[src/hw/pmon_pkg.sv]
// Constants for the power monitor register bank.
// Assumes a 10 MHz core clock and byte-wide pointer access from a serial
// front end that is not part of this package.
package pmon_pkg;
  localparam logic [7:0] PTR_CFG = 8'h00;
  localparam logic [7:0] PTR_STATUS = 8'h01;
  localparam logic [7:0] PTR_MASK = 8'h02;
  localparam logic [7:0] PTR_SHUNT = 8'h03;
  localparam logic [7:0] PTR_BUS = 8'h04;
  localparam logic [7:0] PTR_POWER = 8'h05;
  localparam logic [7:0] PTR_CURRENT = 8'h06;
  localparam logic [7:0] PTR_PEAK_FIRST = 8'h07;
  localparam logic [7:0] PTR_PEAK_LAST = 8'h0B;
  localparam logic [7:0] PTR_LIM_FIRST = 8'h0C;
  localparam logic [7:0] PTR_BUS_HIGH_WARN = 8'h0F;
  localparam logic [7:0] PTR_BUS_HIGH_OL = 8'h12;
  localparam logic [7:0] PTR_CRIT_POS = 8'h14;
  localparam logic [7:0] PTR_CAL = 8'h16;
  localparam int LIM_FIRST = 12;
  localparam int LIM_LAST = 22;
  localparam int PEAK_FIRST = 7;

  localparam logic [15:0] CFG_RESET = 16'h399F;
  localparam logic [15:0] ZERO_RESET = 16'h0000;
  localparam int CFG_RST_BIT = 15;
  // Control bits in the low end of the 0F, 12 and 14 limit words
  localparam int LATCH_BIT = 0;
  localparam int POL_BIT = 1;
  localparam logic [15:0] CTRL_LIM_MASK = 16'hFFFC;

  localparam int ST_CNVR = 5;
  localparam int ST_ALERT = 4;
  localparam int ST_OVF = 3;
  localparam int ST_FIRST_CMP = 15;
  localparam int ST_WARN_LO = 11;
  localparam int ST_OL_HI = 10;
  localparam int ST_OL_LO = 8;
  localparam int ST_CRIT_LO = 6;

  // Comparator table, entry i drives status bit 15-i
  localparam int NUM_CMP = 10;
  localparam int SRC_SHUNT = 0;
  localparam int SRC_BUS = 1;
  localparam int SRC_POWER = 2;
  localparam int CMP_SRC [NUM_CMP] = '{1, 1, 2, 0, 0, 1, 1, 2, 0, 0};
  localparam int CMP_LIM [NUM_CMP] = '{15, 16, 14, 12, 13, 18, 19, 17, 20, 21};
  localparam int CMP_LATCH [NUM_CMP] = '{15, 15, 15, 15, 15, 18, 18, 18, 20, 20};
  localparam bit CMP_ABOVE [NUM_CMP] = '{1, 0, 1, 1, 0, 1, 0, 1, 1, 0};
  localparam bit CMP_SIGNED [NUM_CMP] = '{0, 0, 0, 1, 1, 0, 0, 0, 1, 1};

  // Peak trackers, entry j sits at pointer 07+j
  localparam int NUM_PEAK = 5;
  localparam logic [15:0] PK_RESET [NUM_PEAK] =
    '{16'h8000, 16'h7FFF, 16'h0000, 16'hFFF8, 16'h0000};
  localparam int PK_SRC [NUM_PEAK] = '{0, 0, 1, 1, 2};
  localparam bit PK_MAX [NUM_PEAK] = '{1, 0, 1, 0, 1};
  localparam bit PK_SIGNED [NUM_PEAK] = '{1, 1, 0, 0, 0};

  localparam int CLK_PERIOD_NS = 100;
  localparam int WRITE_DELAY_NS = 4000;
  localparam int WRITE_DELAY_CYCLES =
    (WRITE_DELAY_NS + CLK_PERIOD_NS - 1) / CLK_PERIOD_NS;
  localparam logic [7:0] WR_DLY_LOAD = 8'(WRITE_DELAY_CYCLES - 1);
endpackage : pmon_pkg

[src/hw/pmon_regs.sv]
// Register bank of the current and power monitor, pointer addressed.
// Assumes a serial front end delivering pointer, write and read bytes
// as one-cycle strobes, and a converter delivering results.
// Function
// - Configuration at 00, resets 399F
// - Read-only status at 01, resets 0000
// - Alert mask at 02, resets 0000
// - Shunt, bus, power results at 03-05
// - Current at 06, zero while calibration zero
// - Positive shunt peak at 07, resets 8000
// - Negative shunt peak at 08, resets 7FFF
// - Bus maximum peak at 09, resets 0000
// - Bus minimum peak at 0A, resets FFF8
// - Power peak at 0B, resets 0000
// - Shunt above 0C raises warning flag, pin
// - Shunt below 0D raises warning flag, pin
// - Power above 0E raises warning flag, pin
// - 0F holds bus high warning, pin control
// - Bus below 10 raises warning flag, pin
// - Power above 11 raises over-limit flag, pin
// - 12 holds bus over-limit, pin control
// - Bus below 13 raises over-limit flag, pin
// - 14 holds critical positive limit, controls
// - 15 holds critical negative limit, latch from 14
// - Calibration at 16, resets 0000
// - Sixteen-bit registers moved as two bytes
// - Writes take effect 4 us later
// - Status read clears, live limits reset flags
// - Configuration bit 15 resets whole bank
`timescale 1ns/100ps
module pmon_regs (
  input wire logic core_clk_in,
  input wire logic rst_in,
  input wire logic ptr_wr_in,
  input wire logic data_wr_in,
  input wire logic [7:0] wr_byte_in,
  input wire logic rd_req_in,
  output logic [7:0] rd_byte_out,
  input wire logic meas_valid_in,
  input wire logic [15:0] shunt_in,
  input wire logic [15:0] bus_in,
  input wire logic [15:0] power_in,
  input wire logic [15:0] current_in,
  input wire logic overflow_in,
  output logic [15:0] cfg_out,
  output logic [15:0] cal_out,
  output logic warn_pin_out,
  output logic overlimit_pin_out
);
  logic [7:0] ptr;
  logic wr_phase;
  logic [7:0] wr_msb;
  logic pend_valid;
  logic [7:0] pend_addr;
  logic [15:0] pend_data;
  logic [7:0] pend_cnt;
  logic commit;
  logic soft_rst;
  logic rst_all;
  logic rd_phase;
  logic [7:0] rd_shadow;
  logic [15:0] read_word;
  logic status_clr;
  logic [15:0] cfg_q;
  logic [15:0] mask_q;
  logic [15:0] status_q;
  logic [15:0] shunt_q;
  logic [15:0] bus_q;
  logic [15:0] power_q;
  logic [15:0] cur_q;
  localparam int LIM_FIRST = pmon_pkg::LIM_FIRST;
  localparam int LIM_LAST = pmon_pkg::LIM_LAST;
  logic [15:0] lim_q [LIM_FIRST:LIM_LAST];
  logic [15:0] pk [pmon_pkg::NUM_PEAK];
  logic [15:0] src_now [3];
  logic [15:0] src_res [3];
  logic [pmon_pkg::NUM_CMP-1:0] trip;
  logic warn_active;
  logic ol_active;

  // Write completes on the second byte, then waits out the update delay
  assign commit = pend_valid && (pend_cnt == 8'h00);
  assign soft_rst = commit && (pend_addr == pmon_pkg::PTR_CFG)
                    && pend_data[pmon_pkg::CFG_RST_BIT];
  assign rst_all = rst_in || soft_rst;
  assign status_clr = rd_req_in && !rd_phase && !ptr_wr_in
                      && (ptr == pmon_pkg::PTR_STATUS);
  assign cfg_out = cfg_q;
  assign cal_out = lim_q[LIM_LAST];

  always_ff @(posedge core_clk_in)
  begin
    if (rst_all)
      ptr <= 8'h00;
    else if (ptr_wr_in)
      ptr <= wr_byte_in;
  end

  // Byte pairing: first data byte is the high half
  always_ff @(posedge core_clk_in)
  begin
    if (rst_all)
    begin
      wr_phase <= 1'b0;
      wr_msb <= 8'h00;
    end
    else if (ptr_wr_in)
      wr_phase <= 1'b0;
    else if (data_wr_in)
    begin
      wr_phase <= !wr_phase;
      if (!wr_phase)
        wr_msb <= wr_byte_in;
    end
  end

  // A newer write replaces one still waiting; the older one is lost
  always_ff @(posedge core_clk_in)
  begin
    if (rst_all)
    begin
      pend_valid <= 1'b0;
      pend_addr <= 8'h00;
      pend_data <= 16'h0000;
      pend_cnt <= 8'h00;
    end
    else if (data_wr_in && wr_phase && !ptr_wr_in)
    begin
      pend_valid <= 1'b1;
      pend_addr <= ptr;
      pend_data <= {wr_msb, wr_byte_in};
      pend_cnt <= pmon_pkg::WR_DLY_LOAD;
    end
    else if (commit)
      pend_valid <= 1'b0;
    else if (pend_valid)
      pend_cnt <= pend_cnt - 8'h01;
  end

  // Reset bit is never stored, so it reads back as zero
  always_ff @(posedge core_clk_in)
  begin
    if (rst_all)
      cfg_q <= pmon_pkg::CFG_RESET;
    else if (commit && pend_addr == pmon_pkg::PTR_CFG)
      cfg_q <= pend_data & 16'h7FFF;
  end

  always_ff @(posedge core_clk_in)
  begin
    if (rst_all)
      mask_q <= pmon_pkg::ZERO_RESET;
    else if (commit && pend_addr == pmon_pkg::PTR_MASK)
      mask_q <= pend_data;
  end

  // Limit and calibration words, pointers 0C to 16
  generate
    for (genvar k = LIM_FIRST; k <= LIM_LAST; k++)
    begin : g_lim
      always_ff @(posedge core_clk_in)
      begin
        if (rst_all)
          lim_q[k] <= pmon_pkg::ZERO_RESET;
        else if (commit && pend_addr == 8'(k))
          lim_q[k] <= pend_data;
      end
    end
  endgenerate

  // Results; current held at zero until calibrated
  always_ff @(posedge core_clk_in)
  begin
    if (rst_all)
    begin
      shunt_q <= pmon_pkg::ZERO_RESET;
      bus_q <= pmon_pkg::ZERO_RESET;
      power_q <= pmon_pkg::ZERO_RESET;
      cur_q <= pmon_pkg::ZERO_RESET;
    end
    else if (meas_valid_in)
    begin
      shunt_q <= shunt_in;
      bus_q <= bus_in;
      power_q <= power_in;
      cur_q <= (lim_q[LIM_LAST] == 16'h0000) ? 16'h0000 : current_in;
    end
  end

  assign src_now[pmon_pkg::SRC_SHUNT] = shunt_in;
  assign src_now[pmon_pkg::SRC_BUS] = bus_in;
  assign src_now[pmon_pkg::SRC_POWER] = power_in;
  assign src_res[pmon_pkg::SRC_SHUNT] = shunt_q;
  assign src_res[pmon_pkg::SRC_BUS] = bus_q;
  assign src_res[pmon_pkg::SRC_POWER] = power_q;

  generate
    for (genvar j = 0; j < pmon_pkg::NUM_PEAK; j++)
    begin : g_peak
      pmon_peak #(
        .RESET_VAL(pmon_pkg::PK_RESET[j]),
        .IS_SIGNED(pmon_pkg::PK_SIGNED[j]),
        .FIND_MAX(pmon_pkg::PK_MAX[j])
      ) u_peak (
        .core_clk_in(core_clk_in),
        .rst_in(rst_all),
        .sample_valid_in(meas_valid_in),
        .sample_in(src_now[pmon_pkg::PK_SRC[j]]),
        .load_in(commit && pend_addr == 8'(pmon_pkg::PEAK_FIRST + j)),
        .load_data_in(pend_data),
        .peak_out(pk[j])
      );
    end
  endgenerate

  // Watchdog flags; control bits in the 0F and 12 limit words are masked off
  generate
    for (genvar i = 0; i < pmon_pkg::NUM_CMP; i++)
    begin : g_cmp
      localparam int LP = pmon_pkg::CMP_LIM[i];
      localparam int BIT = pmon_pkg::ST_FIRST_CMP - i;
      localparam bit CTRL = (LP == 15) || (LP == 18);
      pmon_cmp #(
        .IS_SIGNED(pmon_pkg::CMP_SIGNED[i]),
        .ABOVE(pmon_pkg::CMP_ABOVE[i])
      ) u_cmp (
        .value_in(src_res[pmon_pkg::CMP_SRC[i]]),
        .limit_in(CTRL ? (lim_q[LP] & pmon_pkg::CTRL_LIM_MASK) : lim_q[LP]),
        .trip_out(trip[i])
      );
      // Trip wins over clear; unlatched flags just follow the limit
      always_ff @(posedge core_clk_in)
      begin
        if (rst_all)
          status_q[BIT] <= 1'b0;
        else if (trip[i])
          status_q[BIT] <= 1'b1;
        else if (!lim_q[pmon_pkg::CMP_LATCH[i]][pmon_pkg::LATCH_BIT])
          status_q[BIT] <= 1'b0;
        else if (status_clr)
          status_q[BIT] <= 1'b0;
      end
    end
  endgenerate

  always_ff @(posedge core_clk_in)
  begin
    if (rst_all)
    begin
      status_q[pmon_pkg::ST_CNVR:0] <= 6'h00;
    end
    else
    begin
      status_q[2:0] <= 3'h0;
      if (meas_valid_in)
        status_q[pmon_pkg::ST_CNVR] <= 1'b1;
      else if (status_clr)
        status_q[pmon_pkg::ST_CNVR] <= 1'b0;
      if (|(status_q[15:5] & mask_q[15:5]))
        status_q[pmon_pkg::ST_ALERT] <= 1'b1;
      else if (status_clr)
        status_q[pmon_pkg::ST_ALERT] <= 1'b0;
      if (overflow_in)
        status_q[pmon_pkg::ST_OVF] <= 1'b1;
      else if (status_clr)
        status_q[pmon_pkg::ST_OVF] <= 1'b0;
    end
  end

  // Pin polarity bit clear means active low
  assign warn_active = |status_q[15:pmon_pkg::ST_WARN_LO];
  assign ol_active = |status_q[pmon_pkg::ST_OL_HI:pmon_pkg::ST_OL_LO];

  always_ff @(posedge core_clk_in)
  begin
    if (rst_all)
    begin
      warn_pin_out <= 1'b1;
      overlimit_pin_out <= 1'b1;
    end
    else
    begin
      warn_pin_out <= warn_active ~^
        lim_q[LIM_FIRST + 3][pmon_pkg::POL_BIT];
      overlimit_pin_out <= ol_active ~^
        lim_q[LIM_FIRST + 6][pmon_pkg::POL_BIT];
    end
  end

  always_comb
  begin
    read_word = 16'h0000;
    if (ptr == pmon_pkg::PTR_CFG)
      read_word = cfg_q;
    else if (ptr == pmon_pkg::PTR_STATUS)
      read_word = status_q;
    else if (ptr == pmon_pkg::PTR_MASK)
      read_word = mask_q;
    else if (ptr == pmon_pkg::PTR_SHUNT)
      read_word = shunt_q;
    else if (ptr == pmon_pkg::PTR_BUS)
      read_word = bus_q;
    else if (ptr == pmon_pkg::PTR_POWER)
      read_word = power_q;
    else if (ptr == pmon_pkg::PTR_CURRENT)
      read_word = cur_q;
    else if (ptr >= pmon_pkg::PTR_PEAK_FIRST && ptr <= pmon_pkg::PTR_PEAK_LAST)
      read_word = pk[3'(ptr - pmon_pkg::PTR_PEAK_FIRST)];
    else if (ptr >= pmon_pkg::PTR_LIM_FIRST && ptr <= pmon_pkg::PTR_CAL)
      read_word = lim_q[5'(ptr)];
  end

  // Low byte is frozen at the high-byte read so both halves agree
  always_ff @(posedge core_clk_in)
  begin
    if (rst_all)
    begin
      rd_phase <= 1'b0;
      rd_shadow <= 8'h00;
      rd_byte_out <= 8'h00;
    end
    else if (ptr_wr_in)
      rd_phase <= 1'b0;
    else if (rd_req_in)
    begin
      rd_phase <= !rd_phase;
      if (!rd_phase)
      begin
        rd_byte_out <= read_word[15:8];
        rd_shadow <= read_word[7:0];
      end
      else
        rd_byte_out <= rd_shadow;
    end
  end

  // Cycles since the last completed write, for the delay check
  logic [7:0] since_wr;
  always_ff @(posedge core_clk_in)
  begin
    if (rst_all)
      since_wr <= 8'hFF;
    else if (data_wr_in && wr_phase && !ptr_wr_in)
      since_wr <= 8'h00;
    else if (since_wr != 8'hFF)
      since_wr <= since_wr + 8'h01;
  end
endmodule : pmon_regs

[src/hw/pmon_peak.sv]
// One peak tracker: keeps the most extreme sample seen.
// Assumes samples arrive with a one-cycle valid strobe.
`timescale 1ns/100ps
module pmon_peak #(
  parameter logic [15:0] RESET_VAL = 16'h0000,
  parameter bit IS_SIGNED = 1'b0,
  parameter bit FIND_MAX = 1'b1
) (
  input wire logic core_clk_in,
  input wire logic rst_in,
  input wire logic sample_valid_in,
  input wire logic [15:0] sample_in,
  input wire logic load_in,
  input wire logic [15:0] load_data_in,
  output logic [15:0] peak_out
);
  logic gt;
  logic lt;
  logic more;

  assign gt = IS_SIGNED ? ($signed(sample_in) > $signed(peak_out))
                        : (sample_in > peak_out);
  assign lt = IS_SIGNED ? ($signed(sample_in) < $signed(peak_out))
                        : (sample_in < peak_out);
  assign more = FIND_MAX ? gt : lt;

  always_ff @(posedge core_clk_in)
  begin
    if (rst_in)
      peak_out <= RESET_VAL;
    else if (load_in)
      peak_out <= load_data_in;
    else if (sample_valid_in && more)
      peak_out <= sample_in;
  end
endmodule : pmon_peak

[src/hw/pmon_cmp.sv]
// Limit comparator for one watchdog threshold.
// Assumes value and limit share the same scale.
`timescale 1ns/100ps
module pmon_cmp #(
  parameter bit IS_SIGNED = 1'b0,
  parameter bit ABOVE = 1'b1
) (
  input wire logic [15:0] value_in,
  input wire logic [15:0] limit_in,
  output logic trip_out
);
  logic gt;
  logic lt;

  assign gt = IS_SIGNED ? ($signed(value_in) > $signed(limit_in))
                        : (value_in > limit_in);
  assign lt = IS_SIGNED ? ($signed(value_in) < $signed(limit_in))
                        : (value_in < limit_in);
  assign trip_out = ABOVE ? gt : lt;
endmodule : pmon_cmp

[config.mk]
export PLATFORM = sky130hd
export DESIGN_NAME = pmon_regs
export DESIGN_NICKNAME = d
export VERILOG_FILES = /design/src/hw/pmon_pkg.sv /design/src/hw/pmon_regs.sv /design/src/hw/pmon_peak.sv /design/src/hw/pmon_cmp.sv
export SDC_FILE = /design/constraint.sdc
export NUM_CORES = 1
export LEC_CHECK = 0
export BUFFER_PORTS_ARGS = -buffer_cell sky130_fd_sc_hd__buf_4
export CORE_MARGIN = 5
export CORE_UTILIZATION = 57
export CTS_CLUSTER_DIAMETER = 30
export DETAILED_ROUTE_END_ITERATION = 10
export PLACE_DENSITY = 0.82
export SLEW_MARGIN = 15
export SYNTH_ARGS = -nofsm -noshare
export SYNTH_HDL_FRONTEND = slang
export SYNTH_SLANG_ARGS = --single-unit
[constraint.sdc]
create_clock -name core_clk_in -period 3.4 [get_ports core_clk_in]
set_input_delay 0.51 -clock core_clk_in [delete_from_list [all_inputs] [get_ports core_clk_in]]
set_output_delay 0.51 -clock core_clk_in [all_outputs]
set_load 0.02 [all_outputs]
Yosys cells after proc, flatten, opt, wreduce, memory -nomap -nowiden
Memories as Yosys holds them, arrays and structs flattened. A register that Yosys moved wholly into a read port is not among the register bits.
Index checks and enable logic that the tools add are counted.
- reductions and logical operators: 60
- $lt $le $gt $ge: 20
- bitwise logic cells: 19
- divide/modulo/power cells: 0
- multipliers: 0
- add/subtract/negate cells: 2
- multiplexer cells: 94
- shift-type cells: 0
- equality and inequality tests: 34
- operators with widths (kind ; number):
    two-way mux 16 bit ; 33
    > comparator 16 bit ; 9
    < comparator 16 bit ; 6
    equality test 8 x 4 -> 1 bit, second input constant ; 8
    equality test 8 x 5 -> 1 bit, second input constant ; 7
    two-way mux 1 bit ; 54
    binary-select mux 16 bit (select 3 bit) ; 1
    equality test 8 x 3 -> 1 bit, second input constant ; 4
    logical AND 1 bit ; 32
    != test 3 x 2 -> 1 bit, second input constant ; 9
    equality test 8 x 2 -> 1 bit, second input constant ; 3
    logical NOT 8 bit ; 3
    nonzero test 2 bit ; 10
    two-way mux 6 bit ; 3
    logical NOT 16 bit ; 1
    bitwise AND 11 bit ; 1
    OR 1 bit ; 11
    OR reduction 11 bit ; 1
    two-way mux 5 bit ; 2
    equality test 8 x 1 -> 1 bit, second input constant ; 1
    >= comparator 8 x 3 -> 1 bit, second input constant ; 1
    >= comparator 8 x 4 -> 1 bit, second input constant ; 1
    <= comparator 8 x 4 -> 1 bit, second input constant ; 1
    <= comparator 8 x 5 -> 1 bit, second input constant ; 1
    other kinds (16) ; 26
- ROM bits: 0
- output and inout port bits: 42
- register bits after elaboration: 260
- input port bits: 79
- memories kept: 1
- latch bits: 0
- bits in writable memories: 176
- logic and storage cells: 268
- memory list (name ; words ; bits a word ; rd ports ; clocked after memory_dff ; wr ports ; line ; text):
    lim_q ; 11 ; 16 ; 12 ; 1 ; 11 ; pmon_regs.sv:73 ; logic [15:0] lim_q [LIM_FIRST:LIM_LAST];

Depth between registers and ports, before layout
- word-level depth: 14
- mapped depth: 13
- gate-level depth less buffers: 9

Hierarchy
A second synthesis with hierarchy kept.
- cells, all modules: 3043
- area total of the unflattened synthesis: 27964.3 um^2
- by module, submodules not included (module ; sequential area each (um^2) ; times used ; cells each ; area each (um^2)):
    pmon_regs ; 8908.5 ; 1 ; 1661 ; 17275.3
    pmon_peak (g_peak[2].u_peak ...) ; 320.3 ; 2 ; 182 ; 1447.6
    pmon_cmp (g_cmp[0].u_cmp ...) ; 0.0 ; 4 ; 56 ; 406.6
    pmon_peak (g_peak[1].u_peak) ; 320.3 ; 1 ; 160 ; 1370.1
    pmon_peak (g_peak[0].u_peak) ; 320.3 ; 1 ; 167 ; 1252.5
    pmon_peak (g_peak[3].u_peak) ; 320.3 ; 1 ; 147 ; 1199.9
    pmon_cmp (g_cmp[3].u_cmp ...) ; 0.0 ; 2 ; 58 ; 416.6
    pmon_cmp (g_cmp[4].u_cmp ...) ; 0.0 ; 2 ; 50 ; 380.4
    pmon_cmp (g_cmp[1].u_cmp ...) ; 0.0 ; 2 ; 52 ; 375.4

Least setup slack after synthesis
Ideal clock, no wire load.
- path kind: register -> register
- start point: reg pend_cnt[3]
- end point: mem lim_q[14][0], enable pin
- arrival: 2.986 ns
- cell stages (with the launch flop): 6
- path buffers: 1
- required time: 2.989 ns
- library setup time: 0.411 ns
- path slack: 0.003 ns
- period minus slack after synthesis: 3.397 ns
- path through: dfxtp_1 > or4_4 > nor4_4 > nand4b_1 > clkbuf_1 > o21ai_0
- RTL lines (item ; line ; text):
    start, declared ; pmon_regs.sv:56 ; logic [7:0] pend_cnt;
    start signal, assigned ; pmon_regs.sv:132 ; pend_cnt <= pmon_pkg::WR_DLY_LOAD;
    start signal, assigned ; pmon_regs.sv:137 ; pend_cnt <= pend_cnt - 8'h01;
    end, declared ; pmon_regs.sv:73 ;

==> results.toml <==
[outcome]
status = "complete, no violations"

[cells_and_area]
drive_above_1_share_pct = 15.1
utilization_pct = 68.7
num-nets-final = 3282
fin_cells = 3656
syn2layout_area_growth_pct = 19.4

[sta]
fin_crit_ns = 3.14
min_period_over_period_pct = 92.5
slew_violations = 0
relSlewSlack_pct = 24.9
finalClockSkew_ns = 0.0261
setup_ws_ns = 0.257
setup_viol = 0
worstMarginPinSlew_ns = 1.12
timing.hold.ws_ns = 0.105
rsz0062_at_grt = "false"
max_freq_mhz = 318
hold_viol = 0
tns_ns = 0

[pwr]
clkPwrFrac_pct = 54.2
seqPwrFrac_pct = 33.9
power.switching_w = 0.00489
peakVddDrop_mv = 0.527
p_per_area_nw_per_um2 = 578
netSwitchingFraction_pct = 27.2
p_leak_nw = 13.4
p_int_w = 0.0131
p_comb_share_pct = 11.9

[grt]
use_met3_pct = 10.3
track_usage_pct = 39.4
grtUsageMet1_pct = 54.1
gr-max-usage-layer = "met2"
grt_pass1_wl_um = 148000
grt-ovfl-total = 0
grtUsageMet2_pct = 55.0
grt_pass1_vias = 23100
grt_antenna_before_repair = 5
grt_start_max_net_pins = 57

[clock_network]
post_cts_resize_count = 0
cts_buffer_depth = 3
path_clk_slew_ns = 0.04
postCtsSetupBuffers = 0
cts_made_buffers = 98
cts_tree = "built"
clock-root-buffer = "clkbuf_16"
cts_hold_buffers = 0
clk_latency_ns = 0.65
cts.sinks = 437
htreeDepth = 3

[place]
place.gp.congestion = 1.12
dp_cells = 3468
dp_worst_setup_slack_ns = 0.399
portBuffers = 119
post-dp-hpwl_um = 73400

[die]
rows = 78
io_pins = 121
dieHeight_um = 224
dieArea_sq_um = 50200
core_sq_um = 45400
start_util_pct = 57.6
die_x_um = 224

[detailed_routing]
dr.pass1.iters = 6
vias_per_cell = 6.64
drt_iter0_drc = 4063
totalWireLength_um = 102000
ant_nets = 0
num_vias = 24300
avgRoutedWirePerCell_um = 27.9
drc = 0

[critical_path]
crit_fanout = 18
worst_path_largest_cell_delay_ns = 0.78
worstPathArrival_ns = 3.63
critPathTopFamily = "simple AND/OR/NAND/NOR gates"
slowest_stage = "nor2_1"
worstReg2RegStart = "pend_cnt[3]"
crit_required_ns = 3.89
cp_num_buf_inv = 0
startpoint = "pend_cnt[3]"
crit_path_start_kind = "register"
end_kind = "register"
path_cells = "or4_4 > nor4_4 > nand4b_2 > nor2_1 > and2_1"
worstSetupPathType = "reg2reg"

[synthesis]
synth_commonest_cells = "dfxtp_1 (261), inv_1 (252), nand2_1 (250), ha_1 (235), a21oi_1 (210)"
synth_top_area_share_pct = 20.2
synth_area_leaders = "edfxtp_1 (20%), dfxtp_1 (20%), ha_1 (11%), mux2i_1 (6.9%), a21oi_1 (4.0%)"
synth_area_sq_um = 26100
ys_types = 79
synthFlopType = "dfxtp_1"
yosysWarnings = 0
synthArstFlopShare_pct = 0
yosys.area.top_type = "edfxtp_1"
synth-seq-cells = 437
synth_edf_count = 176
syn_inst = 2837
syn_avg_cell_area_sq_um = 9.21
synth_most_common_cell = "dfxtp_1"
synth-seq-area-share_pct = 40.2
syn_nets = 3151

[hold_path]
min_path_type = "in2reg"
hold_start = "overflow_in"

[flow_run]
cap_violations = 0
worst reg2reg max path, stage by stage (launching register included):
cell and delay [ns]:
dfxtp_1 0.35, or4_4 0.59, nor4_4 0.49, nand4b_2 0.53, nor2_1 0.79, and2_1 0.24
layout make-up:
type,count,area (sq um)
diodes,3,7.51
clock buffers,119,2690
clock inverters,66,744
fillers,3369,14200
inverters,253,950
multi-input cells,1966,13900
flip-flops and latches,437,10500
well taps,600,751
repair buffers,212,1630
final timing paths:
| kind | end | slack [ns] | cells after the start |
|---|---|---|---|
| max | lim_q[21][4] | 0.26 | 5 |
| min | status_q[3] | 0.11 | 3 |
| max reg2reg | lim_q[21][4] | 0.26 | 5 |
| min reg2reg | pend_data[12] | 0.45 | 2 |
sequential cells by signal, summed over array words and instances (netlist names), 16 cells and up, named ones only:
signal,count
power_q,16
mask_q,16
shunt_q,16
lim_q,176
bus_q,16
pend_data,16
cur_q,16
g_peak.u_peak.peak_out,80
kinds of logic (layout without fill, tap and decap cells):
| group | count (synthesis) | in the layout | synth area share (%) |
|---|---|---|---|
| AO/OA/AOI/OAI | 619 | 619 | 14.3 |
| XOR/XNOR | 12 | 12 | 0.402 |
| adder cells (fa/ha/maj) | 235 | 235 | 11.3 |
| buffers and inverters | 434 | 650 | 6.67 |
| flip-flops | 437 | 437 | 40.2 |
| multiplexers | 226 | 226 | 10.6 |
| other | 1 | 4 | 0.0144 |
| AND/OR/NAND/NOR | 873 | 873 | 16.5 |
power groups by stage:
| stage | Combinational (W) | Sequential (W) | Clock (W) |
|---|---|---|---|
| after CTS | 0.00208 | 0.00607 | 0.00973 |
| after global placement | 0.00198 | 0.00615 | 0 |
| after global routing | 0.00229 | 0.00609 | 0.0100 |
| final | 0.00214 | 0.00610 | 0.00977 |
| after floorplan | 0.00136 | 0.00595 | 0 |
| after detailed placement | 0.00205 | 0.00615 | 0 |
placed cells by master, fill, tap and decap left out, drive strengths merged, types with 37 or more instances in the layout:
cell type  synthesis  layout
inv              253     263
dfxtp            261     261
nand2            250     250
ha               235     235
buf               69     212
a21oi            211     211
nor2             202     202
o21ai            194     194
mux2i            181     181
edfxtp           176     176
and2             133     133
clkbuf           112     119
nor3              68      68
mux4              41      41
a21o              39      39
nand3             37      37
stage by stage:
step	power [W]	area, sq um
floorplan	0.00731	26100
finish	0.0180	31200
global placement	0.00813	27700
CTS	0.0179	31200
detailed placement	0.00821	27700
global route	0.0184	31200
metal layers:
metal,vias to the layer above,wire [um],share of wire (%)
met5,-,0,0
met4,0,8230,8.1
met3,392,14500,14
met2,1924,41000,40
met1,11600,38500,38
li1,10400,-,-
Power figures use the tool's default switching activity.
